===== config.mk =====
export PLATFORM = sky130hd
export DESIGN_NAME = clk_gen_ctrl
export DESIGN_NICKNAME = d
export VERILOG_FILES = /design/src/rtl/clk_ctrl_pkg.sv /design/src/rtl/div_if.sv /design/src/rtl/bus_clk_div.sv /design/src/rtl/clk_gen_ctrl.sv
export VERILOG_INCLUDE_DIRS = /design/src /design/src/rtl
export SDC_FILE = /design/constraint.sdc
export NUM_CORES = 1
export LEC_CHECK = 0
export ABC_AREA = 1
export BUFFER_PORTS_ARGS = -buffer_cell sky130_fd_sc_hd__clkbuf_2
export CORE_AREA = 2 2 76 78
export CTS_CLUSTER_DIAMETER = 200
export CTS_CLUSTER_SIZE = 40
export DETAILED_ROUTE_END_ITERATION = 16
export DIE_AREA = 0 0 78 80
export PLACE_DENSITY = 0.91
export SKIP_LAST_GASP = 1
export SLEW_MARGIN = 0
export SYNTH_ARGS = -nofsm -noshare
export SYNTH_HDL_FRONTEND = slang
export SYNTH_SLANG_ARGS = --single-unit

===== constraint.sdc =====
create_clock -name mclk_in -period 4.61 [get_ports mclk_in]
set_input_delay 0.461 -clock mclk_in [delete_from_list [all_inputs] [get_ports mclk_in]]
set_output_delay 0.461 -clock mclk_in [all_outputs]
set_load 0.02 [all_outputs]

===== src/rtl/clk_ctrl_defines.svh =====
// Register offsets, field positions and reset values of the clock generator control registers.
// Assumes inclusion by bare name from the design files.
`ifndef CLK_CTRL_DEFINES_SVH
`define CLK_CTRL_DEFINES_SVH
`define OFS_BUS_DIV_PWR 16'h3039
`define OFS_COARSE_TRIM 16'h303a
`define OFS_MON_FINE 16'h303b
`define OFS_LOCK_STATUS 16'h303c
`define OFS_IRQ_STATUS 16'h3040
`define OFS_IRQ_MASK 16'h3044
`define RST_BUS_DIV 3'h1
`define RST_LOOP_PD 1'h0
`define RST_COARSE_TRIM 8'h80
`define BIT_LOCK_LOSS 7
`define BIT_CLK_LOSS 6
`define SEL_LOOP 2'h0
`define SEL_INTERNAL 2'h1
`define SEL_EXTERNAL 2'h2
`endif


===== src/rtl/clk_ctrl_pkg.sv =====
// Types shared by the clock generator control block.
// Assumes the defines header is compiled with it.
package clk_ctrl_pkg;
	typedef logic [2:0] div_code_t;
	typedef logic [1:0] src_sel_t;
	typedef logic [7:0] trim_t;
endpackage


===== src/rtl/div_if.sv =====
// Carrier between the register block and the bus divider.
// Assumes one clock domain.
`timescale 1ns/1ps
interface div_if;
	logic [2:0] code;
	logic tick;
	modport ctrl(output code, input tick);
	modport divider(input code, output tick);
endinterface


===== src/rtl/bus_clk_div.sv =====
// Bus clock divider: one-cycle tick every 2**code source enables.
// Assumes source enable synchronous to mclk_in.
`timescale 1ns/1ps
`include "clk_ctrl_defines.svh"
module bus_clk_div (
	input wire logic mclk_in,
	input wire logic reset_in,
	input wire logic src_en_in,
	div_if.divider dv
);
	import clk_ctrl_pkg::*;
	logic [6:0] cnt_reg, cnt_next;
	div_code_t code_reg, code_next;
	logic tick_reg, tick_next;
	function automatic logic [6:0] terminal(input div_code_t c);
		terminal = 7'(({7'h0, 1'b1} << c) - 8'h01);
	endfunction
	always_comb begin
		cnt_next = cnt_reg;
		code_next = code_reg;
		tick_next = 1'b0;
		if (src_en_in) begin
			if (cnt_reg >= terminal(code_reg)) begin
				cnt_next = 7'h00;
				tick_next = 1'b1;
				code_next = dv.code;
			end else begin
				cnt_next = 7'(cnt_reg + 7'h01);
			end
		end
	end
	always_ff @(posedge mclk_in or posedge reset_in) begin
		if (reset_in) begin
			cnt_reg <= 7'h00;
			code_reg <= `RST_BUS_DIV;
			tick_reg <= 1'b0;
		end else begin
			cnt_reg <= cnt_next;
			code_reg <= code_next;
			tick_reg <= tick_next;
		end
	end
	assign dv.tick = tick_reg;
endmodule


===== src/rtl/clk_gen_ctrl.sv =====
// How it works
// - The bus clock is the selected source divided by two to the power of the 3-bit divider code.
// - With the bypass power-down bit set the loop is disabled in bypass modes unless debug is active.
// - Reserved bits read as zero and ignore writes.
// - The coarse trim is a binary weighted field where larger values lengthen the period.
// - The coarse trim has no guaranteed reset value.
// - The fine trim bit lengthens the period by the smallest step when set and shortens it when clear.
// - Outside debug mode the fine trim bit is loaded from a factory value on the first clock after reset release.
// - An interrupt is requested when the lock-loss enable and the lock-loss flag are both set.
// - With the clock monitor enabled, loss of the external clock raises a reset request.
// - A 2-bit select picks the loop output, internal or external reference; code 11 is reserved.
// - The lock-loss flag clears on reset or on a write of 1 while set; writing 0 does nothing.
// Register block on APB, 8-bit registers in the low byte of each word.
// Assumes all inputs synchronous to mclk_in.
`timescale 1ns/1ps
`include "clk_ctrl_defines.svh"
module clk_gen_ctrl (
	input wire logic mclk_in,
	input wire logic reset_in,
	input wire logic psel_in,
	input wire logic penable_in,
	input wire logic pwrite_in,
	input wire logic [15:0] paddr_in,
	input wire logic [31:0] pwdata_in,
	output logic [31:0] prdata_out,
	output logic pready_out,
	output logic pslverr_out,
	input wire clk_ctrl_pkg::src_sel_t clock_source_select_in,
	input wire logic loop_clk_en_in,
	input wire logic int_ref_en_in,
	input wire logic ext_ref_en_in,
	input wire logic background_debug_mode_in,
	input wire logic factory_fine_trim_in,
	input wire logic lock_loss_event_in,
	input wire logic ext_clock_lost_in,
	output logic bus_clk_tick_out,
	output logic loop_disable_out,
	output clk_ctrl_pkg::trim_t slow_ref_coarse_trim_out,
	output logic slow_ref_fine_trim_out,
	output logic clock_reset_req_out,
	output logic irq_out
);
	import clk_ctrl_pkg::*;
	div_if dv();
	logic src_en_reg, src_en_next;
	// Register state
	div_code_t bus_divider_code_reg, bus_divider_code_next;
	logic bypass_loop_power_down_reg, bypass_loop_power_down_next;
	trim_t coarse_reg, coarse_next;
	logic lock_loss_irq_enable_reg, lock_loss_irq_enable_next;
	logic ext_clock_monitor_enable_reg, ext_clock_monitor_enable_next;
	logic fine_reg, fine_next;
	logic fine_loaded_reg, fine_loaded_next;
	logic lock_loss_sticky_flag_reg, lock_loss_sticky_flag_next;
	logic [7:0] irq_status_reg, irq_status_next;
	logic [7:0] irq_mask_reg, irq_mask_next;
	logic [31:0] prdata_reg, prdata_next;
	logic pready_reg, pready_next;
	logic pslverr_reg, pslverr_next;
	logic loop_dis_reg, loop_dis_next;
	logic rst_req_reg, rst_req_next;
	logic irq_reg, irq_next;
	logic setup, wr, rd;
	logic [7:0] wbyte;

	function automatic logic mapped(input logic [15:0] a);
		mapped = (a == `OFS_BUS_DIV_PWR) || (a == `OFS_COARSE_TRIM) || (a == `OFS_MON_FINE) ||
			(a == `OFS_LOCK_STATUS) || (a == `OFS_IRQ_STATUS) || (a == `OFS_IRQ_MASK);
	endfunction

	assign dv.code = bus_divider_code_reg;

	bus_clk_div u_div (
		.mclk_in(mclk_in),
		.reset_in(reset_in),
		.src_en_in(src_en_reg),
		.dv(dv)
	);

	always_comb begin
		setup = psel_in && !penable_in;
		wr = setup && pwrite_in && mapped(paddr_in);
		rd = setup && !pwrite_in;
		wbyte = pwdata_in[7:0];
		unique case (clock_source_select_in)
			`SEL_LOOP: src_en_next = loop_clk_en_in;
			`SEL_INTERNAL: src_en_next = int_ref_en_in;
			`SEL_EXTERNAL: src_en_next = ext_ref_en_in;
			default: src_en_next = 1'b0;
		endcase
	end

	// Writes and reads complete in the cycle after setup; pready asserts for one access cycle.
	always_comb begin
		bus_divider_code_next = bus_divider_code_reg;
		bypass_loop_power_down_next = bypass_loop_power_down_reg;
		coarse_next = coarse_reg;
		lock_loss_irq_enable_next = lock_loss_irq_enable_reg;
		ext_clock_monitor_enable_next = ext_clock_monitor_enable_reg;
		fine_next = fine_reg;
		fine_loaded_next = 1'b1;
		lock_loss_sticky_flag_next = lock_loss_sticky_flag_reg;
		irq_status_next = irq_status_reg;
		irq_mask_next = irq_mask_reg;
		// Every access starts from zero so a write never shows stale read data with pready
		prdata_next = setup ? 32'h0000_0000 : prdata_reg;
		pready_next = setup;
		pslverr_next = setup && !mapped(paddr_in);
		// First clock after reset release takes the factory fine trim unless in debug
		if (!fine_loaded_reg && !background_debug_mode_in) begin
			fine_next = factory_fine_trim_in;
		end
		if (wr) begin
			unique case (paddr_in)
				`OFS_BUS_DIV_PWR: begin
					bus_divider_code_next = wbyte[7:5];
					bypass_loop_power_down_next = wbyte[4];
				end
				`OFS_COARSE_TRIM: coarse_next = wbyte;
				`OFS_MON_FINE: begin
					lock_loss_irq_enable_next = wbyte[7];
					ext_clock_monitor_enable_next = wbyte[5];
					fine_next = wbyte[0];
				end
				`OFS_LOCK_STATUS: begin
					if (wbyte[7] && lock_loss_sticky_flag_reg) begin
						lock_loss_sticky_flag_next = 1'b0;
					end
				end
				`OFS_IRQ_MASK: irq_mask_next = wbyte & 8'hc0;
				default: begin
				end
			endcase
		end
		if (rd) begin
			prdata_next = 32'h0000_0000;
			unique case (paddr_in)
				`OFS_BUS_DIV_PWR: prdata_next[7:0] = {bus_divider_code_reg, bypass_loop_power_down_reg, 4'h0};
				`OFS_COARSE_TRIM: prdata_next[7:0] = coarse_reg;
				`OFS_MON_FINE: prdata_next[7:0] = {lock_loss_irq_enable_reg, 1'b0,
					ext_clock_monitor_enable_reg, 4'h0, fine_reg};
				`OFS_LOCK_STATUS: prdata_next[7:0] = {lock_loss_sticky_flag_reg, 7'h00};
				`OFS_IRQ_STATUS: begin
					prdata_next[7:0] = irq_status_reg;
					irq_status_next = 8'h00;
				end
				`OFS_IRQ_MASK: prdata_next[7:0] = irq_mask_reg;
				default: prdata_next = 32'h0000_0000;
			endcase
		end
		// Events set after any clear so a coincident event survives
		if (lock_loss_event_in) begin
			lock_loss_sticky_flag_next = 1'b1;
			irq_status_next[`BIT_LOCK_LOSS] = 1'b1;
		end
		if (ext_clock_lost_in && ext_clock_monitor_enable_reg) begin
			irq_status_next[`BIT_CLK_LOSS] = 1'b1;
		end
	end

	always_comb begin
		// Loop stays alive in bypass during debug so the debugger keeps its clock
		loop_dis_next = bypass_loop_power_down_reg && !background_debug_mode_in &&
			(clock_source_select_in == `SEL_INTERNAL || clock_source_select_in == `SEL_EXTERNAL);
		rst_req_next = ext_clock_monitor_enable_reg && ext_clock_lost_in;
		irq_next = (lock_loss_irq_enable_reg && lock_loss_sticky_flag_reg) ||
			|(irq_status_reg & irq_mask_reg);
	end

	always_ff @(posedge mclk_in or posedge reset_in) begin
		if (reset_in) begin
			src_en_reg <= 1'b0;
			bus_divider_code_reg <= `RST_BUS_DIV;
			bypass_loop_power_down_reg <= `RST_LOOP_PD;
			lock_loss_irq_enable_reg <= 1'b0;
			ext_clock_monitor_enable_reg <= 1'b0;
			fine_reg <= 1'b0;
			fine_loaded_reg <= 1'b0;
			lock_loss_sticky_flag_reg <= 1'b0;
			irq_status_reg <= 8'h00;
			irq_mask_reg <= 8'h00;
			prdata_reg <= 32'h0000_0000;
			pready_reg <= 1'b0;
			pslverr_reg <= 1'b0;
			loop_dis_reg <= 1'b0;
			rst_req_reg <= 1'b0;
			irq_reg <= 1'b0;
		end else begin
			src_en_reg <= src_en_next;
			bus_divider_code_reg <= bus_divider_code_next;
			bypass_loop_power_down_reg <= bypass_loop_power_down_next;
			lock_loss_irq_enable_reg <= lock_loss_irq_enable_next;
			ext_clock_monitor_enable_reg <= ext_clock_monitor_enable_next;
			fine_reg <= fine_next;
			fine_loaded_reg <= fine_loaded_next;
			lock_loss_sticky_flag_reg <= lock_loss_sticky_flag_next;
			irq_status_reg <= irq_status_next;
			irq_mask_reg <= irq_mask_next;
			prdata_reg <= prdata_next;
			pready_reg <= pready_next;
			pslverr_reg <= pslverr_next;
			loop_dis_reg <= loop_dis_next;
			rst_req_reg <= rst_req_next;
			irq_reg <= irq_next;
		end
	end

	// Coarse trim has no reset: the analog trim holds whatever it powered up with
	always_ff @(posedge mclk_in) begin
		coarse_reg <= coarse_next;
	end

	assign prdata_out = prdata_reg;
	assign pready_out = pready_reg;
	assign pslverr_out = pslverr_reg;
	assign bus_clk_tick_out = dv.tick;
	assign loop_disable_out = loop_dis_reg;
	assign slow_ref_coarse_trim_out = coarse_reg;
	assign slow_ref_fine_trim_out = fine_reg;
	assign clock_reset_req_out = rst_req_reg;
	assign irq_out = irq_reg;
endmodule


==> results of run 1 <==
[synthesized netlist by cell type]
master	number	share of area, %
dfrtp_1	36	34
nor2_2	1	0.24
a32o_1	3	1.1
nor3b_1	1	0.29
nor3_4	1	0.62
nand3_1	19	3.6
and3_1	1	0.24
xor2_1	3	1.0
nand2_1	104	15
ha_1	12	5.7
nor2_4	2	0.86
edfxtp_1	8	9.1
a21o_1	1	0.29
o21ai_0	11	2.1
nor4_1	1	0.24
o21a_1	2	0.57
nand4_1	11	2.6
dfstp_2	2	2.0
o211ai_1	1	0.29
conb_1	2	0.29
buf_4	24	6.9
nor2_1	36	5.1
inv_2	4	0.57
a31o_2	1	0.33
xnor2_1	1	0.33
nand2_2	1	0.24
buf_2	2	0.38
buf_6	1	0.43
nor3_1	1	0.19
a21oi_1	5	0.95
inv_1	30	4.3
[per-stage QoR]
stage	std cells	hold WS [ns]	util, %	power [mW]	area (um^2)
after floorplan	351	0.4489	-	0.4902	2716
after global placement	457	0.4600	53.89	0.5020	2913
after detailed placement	457	0.4761	53.89	0.5040	2913
after CTS	465	0.2465	55.65	0.7585	3008
after global routing	465	0.3022	55.65	0.7836	3008
final	465	0.2269	55.65	0.7526	3008
[area by class of cell]
| class | instances | area, um^2 | area share [%] |
|---|---|---|---|
| repair buffers | 61 | 307.8 | 10.23 |
| inverters | 34 | 127.6 | 4.243 |
| well taps | 72 | 90.09 | 2.995 |
| multi-input cells | 244 | 1194 | 39.68 |
| clock inverters | 2 | 12.51 | 0.4160 |
| clock buffers | 6 | 82.58 | 2.745 |
| flip-flops and latches | 46 | 1194 | 39.68 |
[report_power, final]
group / internal (mW) / switching [mW]
logic: 0.0210 / 0.0559
clock network: 0.121 / 0.136
registers: 0.417 / 0.00206
total: 0.558 / 0.194
[cell usage in the layout, fill, tap and decap left out, types with 8 or more instances in the layout]
master | netlist | layout
inv_1 | 30 | 30
nand4_1 | 11 | 11
edfxtp_1 | 8 | 8
ha_1 | 12 | 12
clkbuf_2 | 0 | 60
nor2_1 | 36 | 36
nand2_1 | 104 | 104
o21ai_0 | 11 | 11
nand3_1 | 19 | 19
conb_1 | 2 | 25
dfrtp_1 | 36 | 36
[final timing paths]
| kind | startpoint | to | slack (ns) | depth (start not counted) |
|---|---|---|---|---|
| hold reg to reg | bus_divider_code_reg[0] | bus_divider_code_reg[0] | 0.49 | 2 |
| setup reg to reg | u_div.code_reg[0] | u_div.cnt_reg[4] | 2.63 | 8 |
| max in group asynchronous | reset_in | u_div.code_reg[0] | 4.04 | 3 |
| hold / removal | reset_in | u_div.cnt_reg[1] | 0.23 | 3 |
| setup / recovery | u_div.code_reg[0] | u_div.cnt_reg[4] | 2.63 | 8 |
| min in group mclk_in | background_debug_mode_in | loop_disable_out | 0.30 | 2 |
[kinds of logic (layout without fill, tap and decap cells)]
family	Yosys count	count (layout)	share of synthesized area [%]
and+or+nand+nor	179	179	29.12
buffers and inverters	61	103	12.51
DFF	46	46	45.39
AOI/OAI and AO/OA	24	24	5.661
adders and majority gates	12	12	5.709
xor gates and xnor gates	4	4	1.332
other	2	25	0.2855
[routing by layer]
layer | track usage (%) | wire [um] | part of all wire (%) | up-vias
met5 | 0 | 0 | 0 | -
met4 | 6.842 | 80 | 1.5 | 0
met3 | 2.602 | 261 | 4.8 | 10
met2 | 34.40 | 2871 | 53 | 70
met1 | 21.69 | 2228 | 41 | 1019
li1 | - | - | - | 1130
[worst register-to-register path, cell delays in order, from the launching register on]
cell and delay (ns):
dfstp_2 0.56, o21ai_0 0.11, ha_1 0.33, a21oi_1 0.16, o21a_1 0.13, o211ai_1 0.11
nand2_1 0.10, inv_1 0.15, nor3b_1 0.24
==> results_dict.tcl, run 1 <==
set metrics [dict create \
    dieArea_um2 6240 \
    place_congestion 0.9120 \
    wl_per_cell_um 11.70 \
    p_leak_nw 1.689 \
    tns_ns 0 \
    ioPinCount 109 \
    max_freq_mhz 503.8 \
    required_ns 4.82 \
    rsz0062_at_grt "false" \
    synth_area_um2 2630 \
    cpPeakStageDelay_ns 0.56 \
    slew_violations 0 \
    slew-limit-headroom_pct 45.57 \
    ant_nets 0 \
    hold_path.class "primary input to asynchronous set/reset pin" \
    finalCritPeriodShare_pct 43.06 \
    nFillCells 486 \
    peakVddDrop_mv 0.1907 \
    cpMaxStageDelayCell "dfstp_2" \
    finalSetupViolCount 0 \
    wirelength_um 5442 \
    ctsResizeCount 0 \
    htreeDepth 2 \
    viasPerCell 4.794 \
    numCtsBuffers 5 \
    tightest_slew_ns 0.8134 \
    ctsRootBufferMaster "clkbuf_8" \
    yosys_warnings 0 \
    netlist_instances 328 \
    die_h_um 80 \
    cts_tree "done" \
    fin_nets 466 \
    end_kind "flip-flop" \
    cp_top_family "flip-flops" \
    cp-start-kind "flip-flop" \
    antenna_found_initial 0 \
    syn_avg_cell_area_um2 8.018 \
    dr_total_vias 2229 \
    drive_above_1_share_pct 20.61 \
    grt_max_degree 39 \
    insertion_delay_ns 0.30 \
    outcome "finished, final reports clean" \
    dpl.hpwl_um 4357 \
    critPathBufInv 1 \
    insertedDiodeCount 0 \
    seq_area_frac_synth_pct 45.39 \
    cp.arrival_ns 2.20 \
    cts_max_path_buffers 2 \
    cp_cell_sequence "o21ai_0 > ha_1 > a21oi_1 > o21a_1 > o211ai_1 > nand2_1 > inv_1 > nor3b_1" \
    clk_pin_slew_ns 0.09 \
    clkSinkCount 46 \
    hold_viol_final 0 \
    track_usage_pct 18.52 \
    critical_path_class "flip-flop to flip-flop" \
    cap_viol_max_count 0 \
    grt_pass1_vias 2155 \
    setup_ws_ns 2.625 \
    finalCriticalPeriod_ns 1.985 \
    cp_max_fo 11 \
    post-place-ws_ns 2.491 \
    grt_overflow 0 \
    die_w_um 78 \
    cts_hold_buffers 0 \
    row_count 27 \
    numPortBuffers 60 \
    grt_pass1_wl_um 9259 \
    synth.distinct_cells 31 \
    syn_to_final_growth_pct 14.37 \
    power.density_nw_per_um2 250.2 \
    postCtsSetupRepairBufs 0 \
    drt_iter0_drc 141 \
    skew_ns 0.009290 \
    drc 0 \
    initial_core_util_pct 48.66 \
    core_area_um2 5405 \
    ys_ff_latch 46 \
    drtPass1Iterations 4 \
]
Note: power is estimated with default switching activity, not from simulation.
==> run 2, diff against run 1 <==
Settings changed: CORE_AREA 2 2 76 78 to 2 2 81 83, DIE_AREA 0 0 78 80 to 0 0 83 85, PLACE_DENSITY 0.91 to 0.85.
Clock period 4.61 ns to 1.8 ns, I/O delays scaled along.
==> run 2 against run 1 <==
Against the previous run:
- the run now ends with setup timing left
- total power rose to 2.8 times the previous value
- global-route usage fell by 2.7 points
- worst setup slack got worse by 2.7 ns
- final cell count rose by 4.1%
- via count rose by 0.45%
==> results_dict.tcl, run 2 (synthesis results as in run 1) <==
set metrics [dict create \
    outcome "complete, but fails checks" \
    violations "setup timing" \
    max_freq_mhz 531.0 \
    grt_pass1_vias 2102 \
    die_h_um 85 \
    numCtsBuffers 5 \
    insertion_delay_ns 0.30 \
    wirelength_um 5641 \
    drc 0 \
    die_w_um 83 \
    dr_total_vias 2239 \
    insertedDiodeCount 0 \
    slew_violations 0 \
    syn_to_final_growth_pct 23.60 \
    dpl.cell_count 475 \
    cts_max_path_buffers 2 \
    clk_pin_slew_ns 0.08 \
    dpl.hpwl_um 4422 \
    p_leak_nw 1.790 \
    clkSinkCount 46 \
    required_ns 2.03 \
    final_cell_mix "nand2_1 (101), clkbuf_2 (60), dfrtp_1 (36), nor2_1 (32), inv_1 (29)" \
    htreeDepth 2 \
    hold_viol_final 0 \
    cts_tree "done" \
    hold_path.class "primary input to flip-flop" \
    grt_overflow 0 \
    grt_pass1_wl_um 9170 \
    finalSetupViolCount 8 \
    initial_core_util_pct 42.39 \
    peakVddDrop_mv 0.3633 \
    cpPeakStageDelay_ns 0.58 \
    skew_ns 0.008374 \
    viasPerCell 4.626 \
    antenna_found_initial 0 \
    grt_max_degree 39 \
    rsz0062_at_grt "true" \
    final_core_util_pct 52.39 \
    power.density_nw_per_um2 655.0 \
    wl_per_cell_um 11.65 \
    dieArea_um2 7055 \
    cp-start-kind "flip-flop" \
    place_congestion 0.8714 \
    drive_above_1_share_pct 27.27 \
    track_usage_pct 15.82 \
    cp_cell_sequence "nand3_2 > ha_4 > nand2_4 > o21a_1 > o211ai_1 > nand2_1 > inv_2 > buf_6 > nand2_1 > o21ai_1" \
    tns_ns -0.5000 \
    nFillCells 580 \
    cp_max_fo 7 \
    drtPass1Iterations 4 \
    ctsRootBufferMaster "clkbuf_8" \
    crit_top_cell "nand2_1" \
    setup_ws_ns -0.08319 \
    postCtsSetupRepairBufs 0 \
    end_kind "flip-flop" \
    cpMaxStageDelayCell "dfstp_2" \
    core_area_um2 6205 \
    fin_nets 480 \
    cap_viol_max_count 0 \
    cp.arrival_ns 2.12 \
    critical_path_class "flip-flop to flip-flop" \
    ioPinCount 109 \
    post-place-ws_ns -0.06838 \
    finalCriticalPeriod_ns 1.883 \
    numPortBuffers 60 \
    drt_iter0_drc 83 \
    finalCritPeriodShare_pct 104.6 \
    ant_nets 0 \
    row_count 29 \
    layout_commonest_cell "nand2_1" \
    layoutNonFillerInstCount 484 \
]
-- run 2: changes by cell type in the layout (fill, tap and decap cells not counted), moves of 3 or more --
cell     previous run  this run
buf_4               1        12
nor2_1             36        32
nor2_2              1         5
o21ai_0            11         7
a21oi_1             5         2
a21oi_2             0         3
ha_1               12         9
ha_4                0         3
nand2_1           104       101
-- run 2: what timing repair did --
item | 4_1_cts | 5_1_grt
endpoints found under the setup margin | 9 | 11
hold buffers | 1 | 0
hold endpoints to repair | 36 | 0
gates resized for setup | 10 | 15
pin swaps | 7 | 8
-- run 2: critical path: cells and delay by family, from the launching register on --
family,cells,cell delay [ns]
and+or+nand+nor,4,0.34
DFF,1,0.58
AOI/OAI and AO/OA,3,0.37
adders and majority gates,1,0.31
buffers and inverters,2,0.22
-- run 2: per-stage QoR --
step	hold WS, ns	instance area [um^2]	power (mW)
3_3_place_gp	0.2944	3017	1.295
6_report	0.05530	3251	2.129
5_1_grt	0.04994	3251	2.196
4_1_cts	0.04893	3172	2.137
2_1_floorplan	0.2456	2716	1.255
3_5_place_dp	0.2970	3017	1.300
-- run 2: report_power, final --
group	switching, mW	total (mW)	internal, mW
clock network	0.349	0.842	0.494
logic	0.149	0.215	0.0658
registers	0.00471	1.07	1.07
total	0.502	2.13	1.63
-- run 2: path summary, 6_finish.rpt --
check | from | endpoint | slack, ns | depth (start not counted)
min in group asynchronous | reset_in | loop_disable_out | 0.51 | 4
max in group asynchronous | reset_in | bus_divider_code_reg[0] | 0.93 | 4
max reg2reg | u_div.code_reg[0] | u_div.code_reg[0] | -0.08 | 10
min | background_debug_mode_in | loop_disable_out | 0.06 | 2
max | u_div.code_reg[0] | u_div.code_reg[0] | -0.08 | 10
min reg2reg | bus_divider_code_reg[0] | bus_divider_code_reg[0] | 0.48 | 2
-- run 2: layout make-up --
class / instances / area (um^2) / share of cell area (%)
flip-flops and latches: 46 / 1194 / 36.72
inverters: 34 / 127.6 / 3.926
well taps: 77 / 96.34 / 2.964
clock inverters: 2 / 33.78 / 1.039
repair buffers: 75 / 422.9 / 13.01
clock buffers: 6 / 93.84 / 2.887
multi-input cells: 244 / 1282 / 39.45
-- run 2: per-layer routing --
| metal | up-vias | routed length (um) | share of wire (%) | track usage (%) |
|---|---|---|---|---|
| met5 | - | 0 | 0 | 0 |
| met4 | 0 | 14 | 0.25 | 3.577 |
| met3 | 4 | 262 | 4.6 | 3.210 |
| met2 | 64 | 3030 | 54 | 29.47 |
| met1 | 1014 | 2334 | 41 | 18.83 |
| li1 | 1157 | - | - | - |
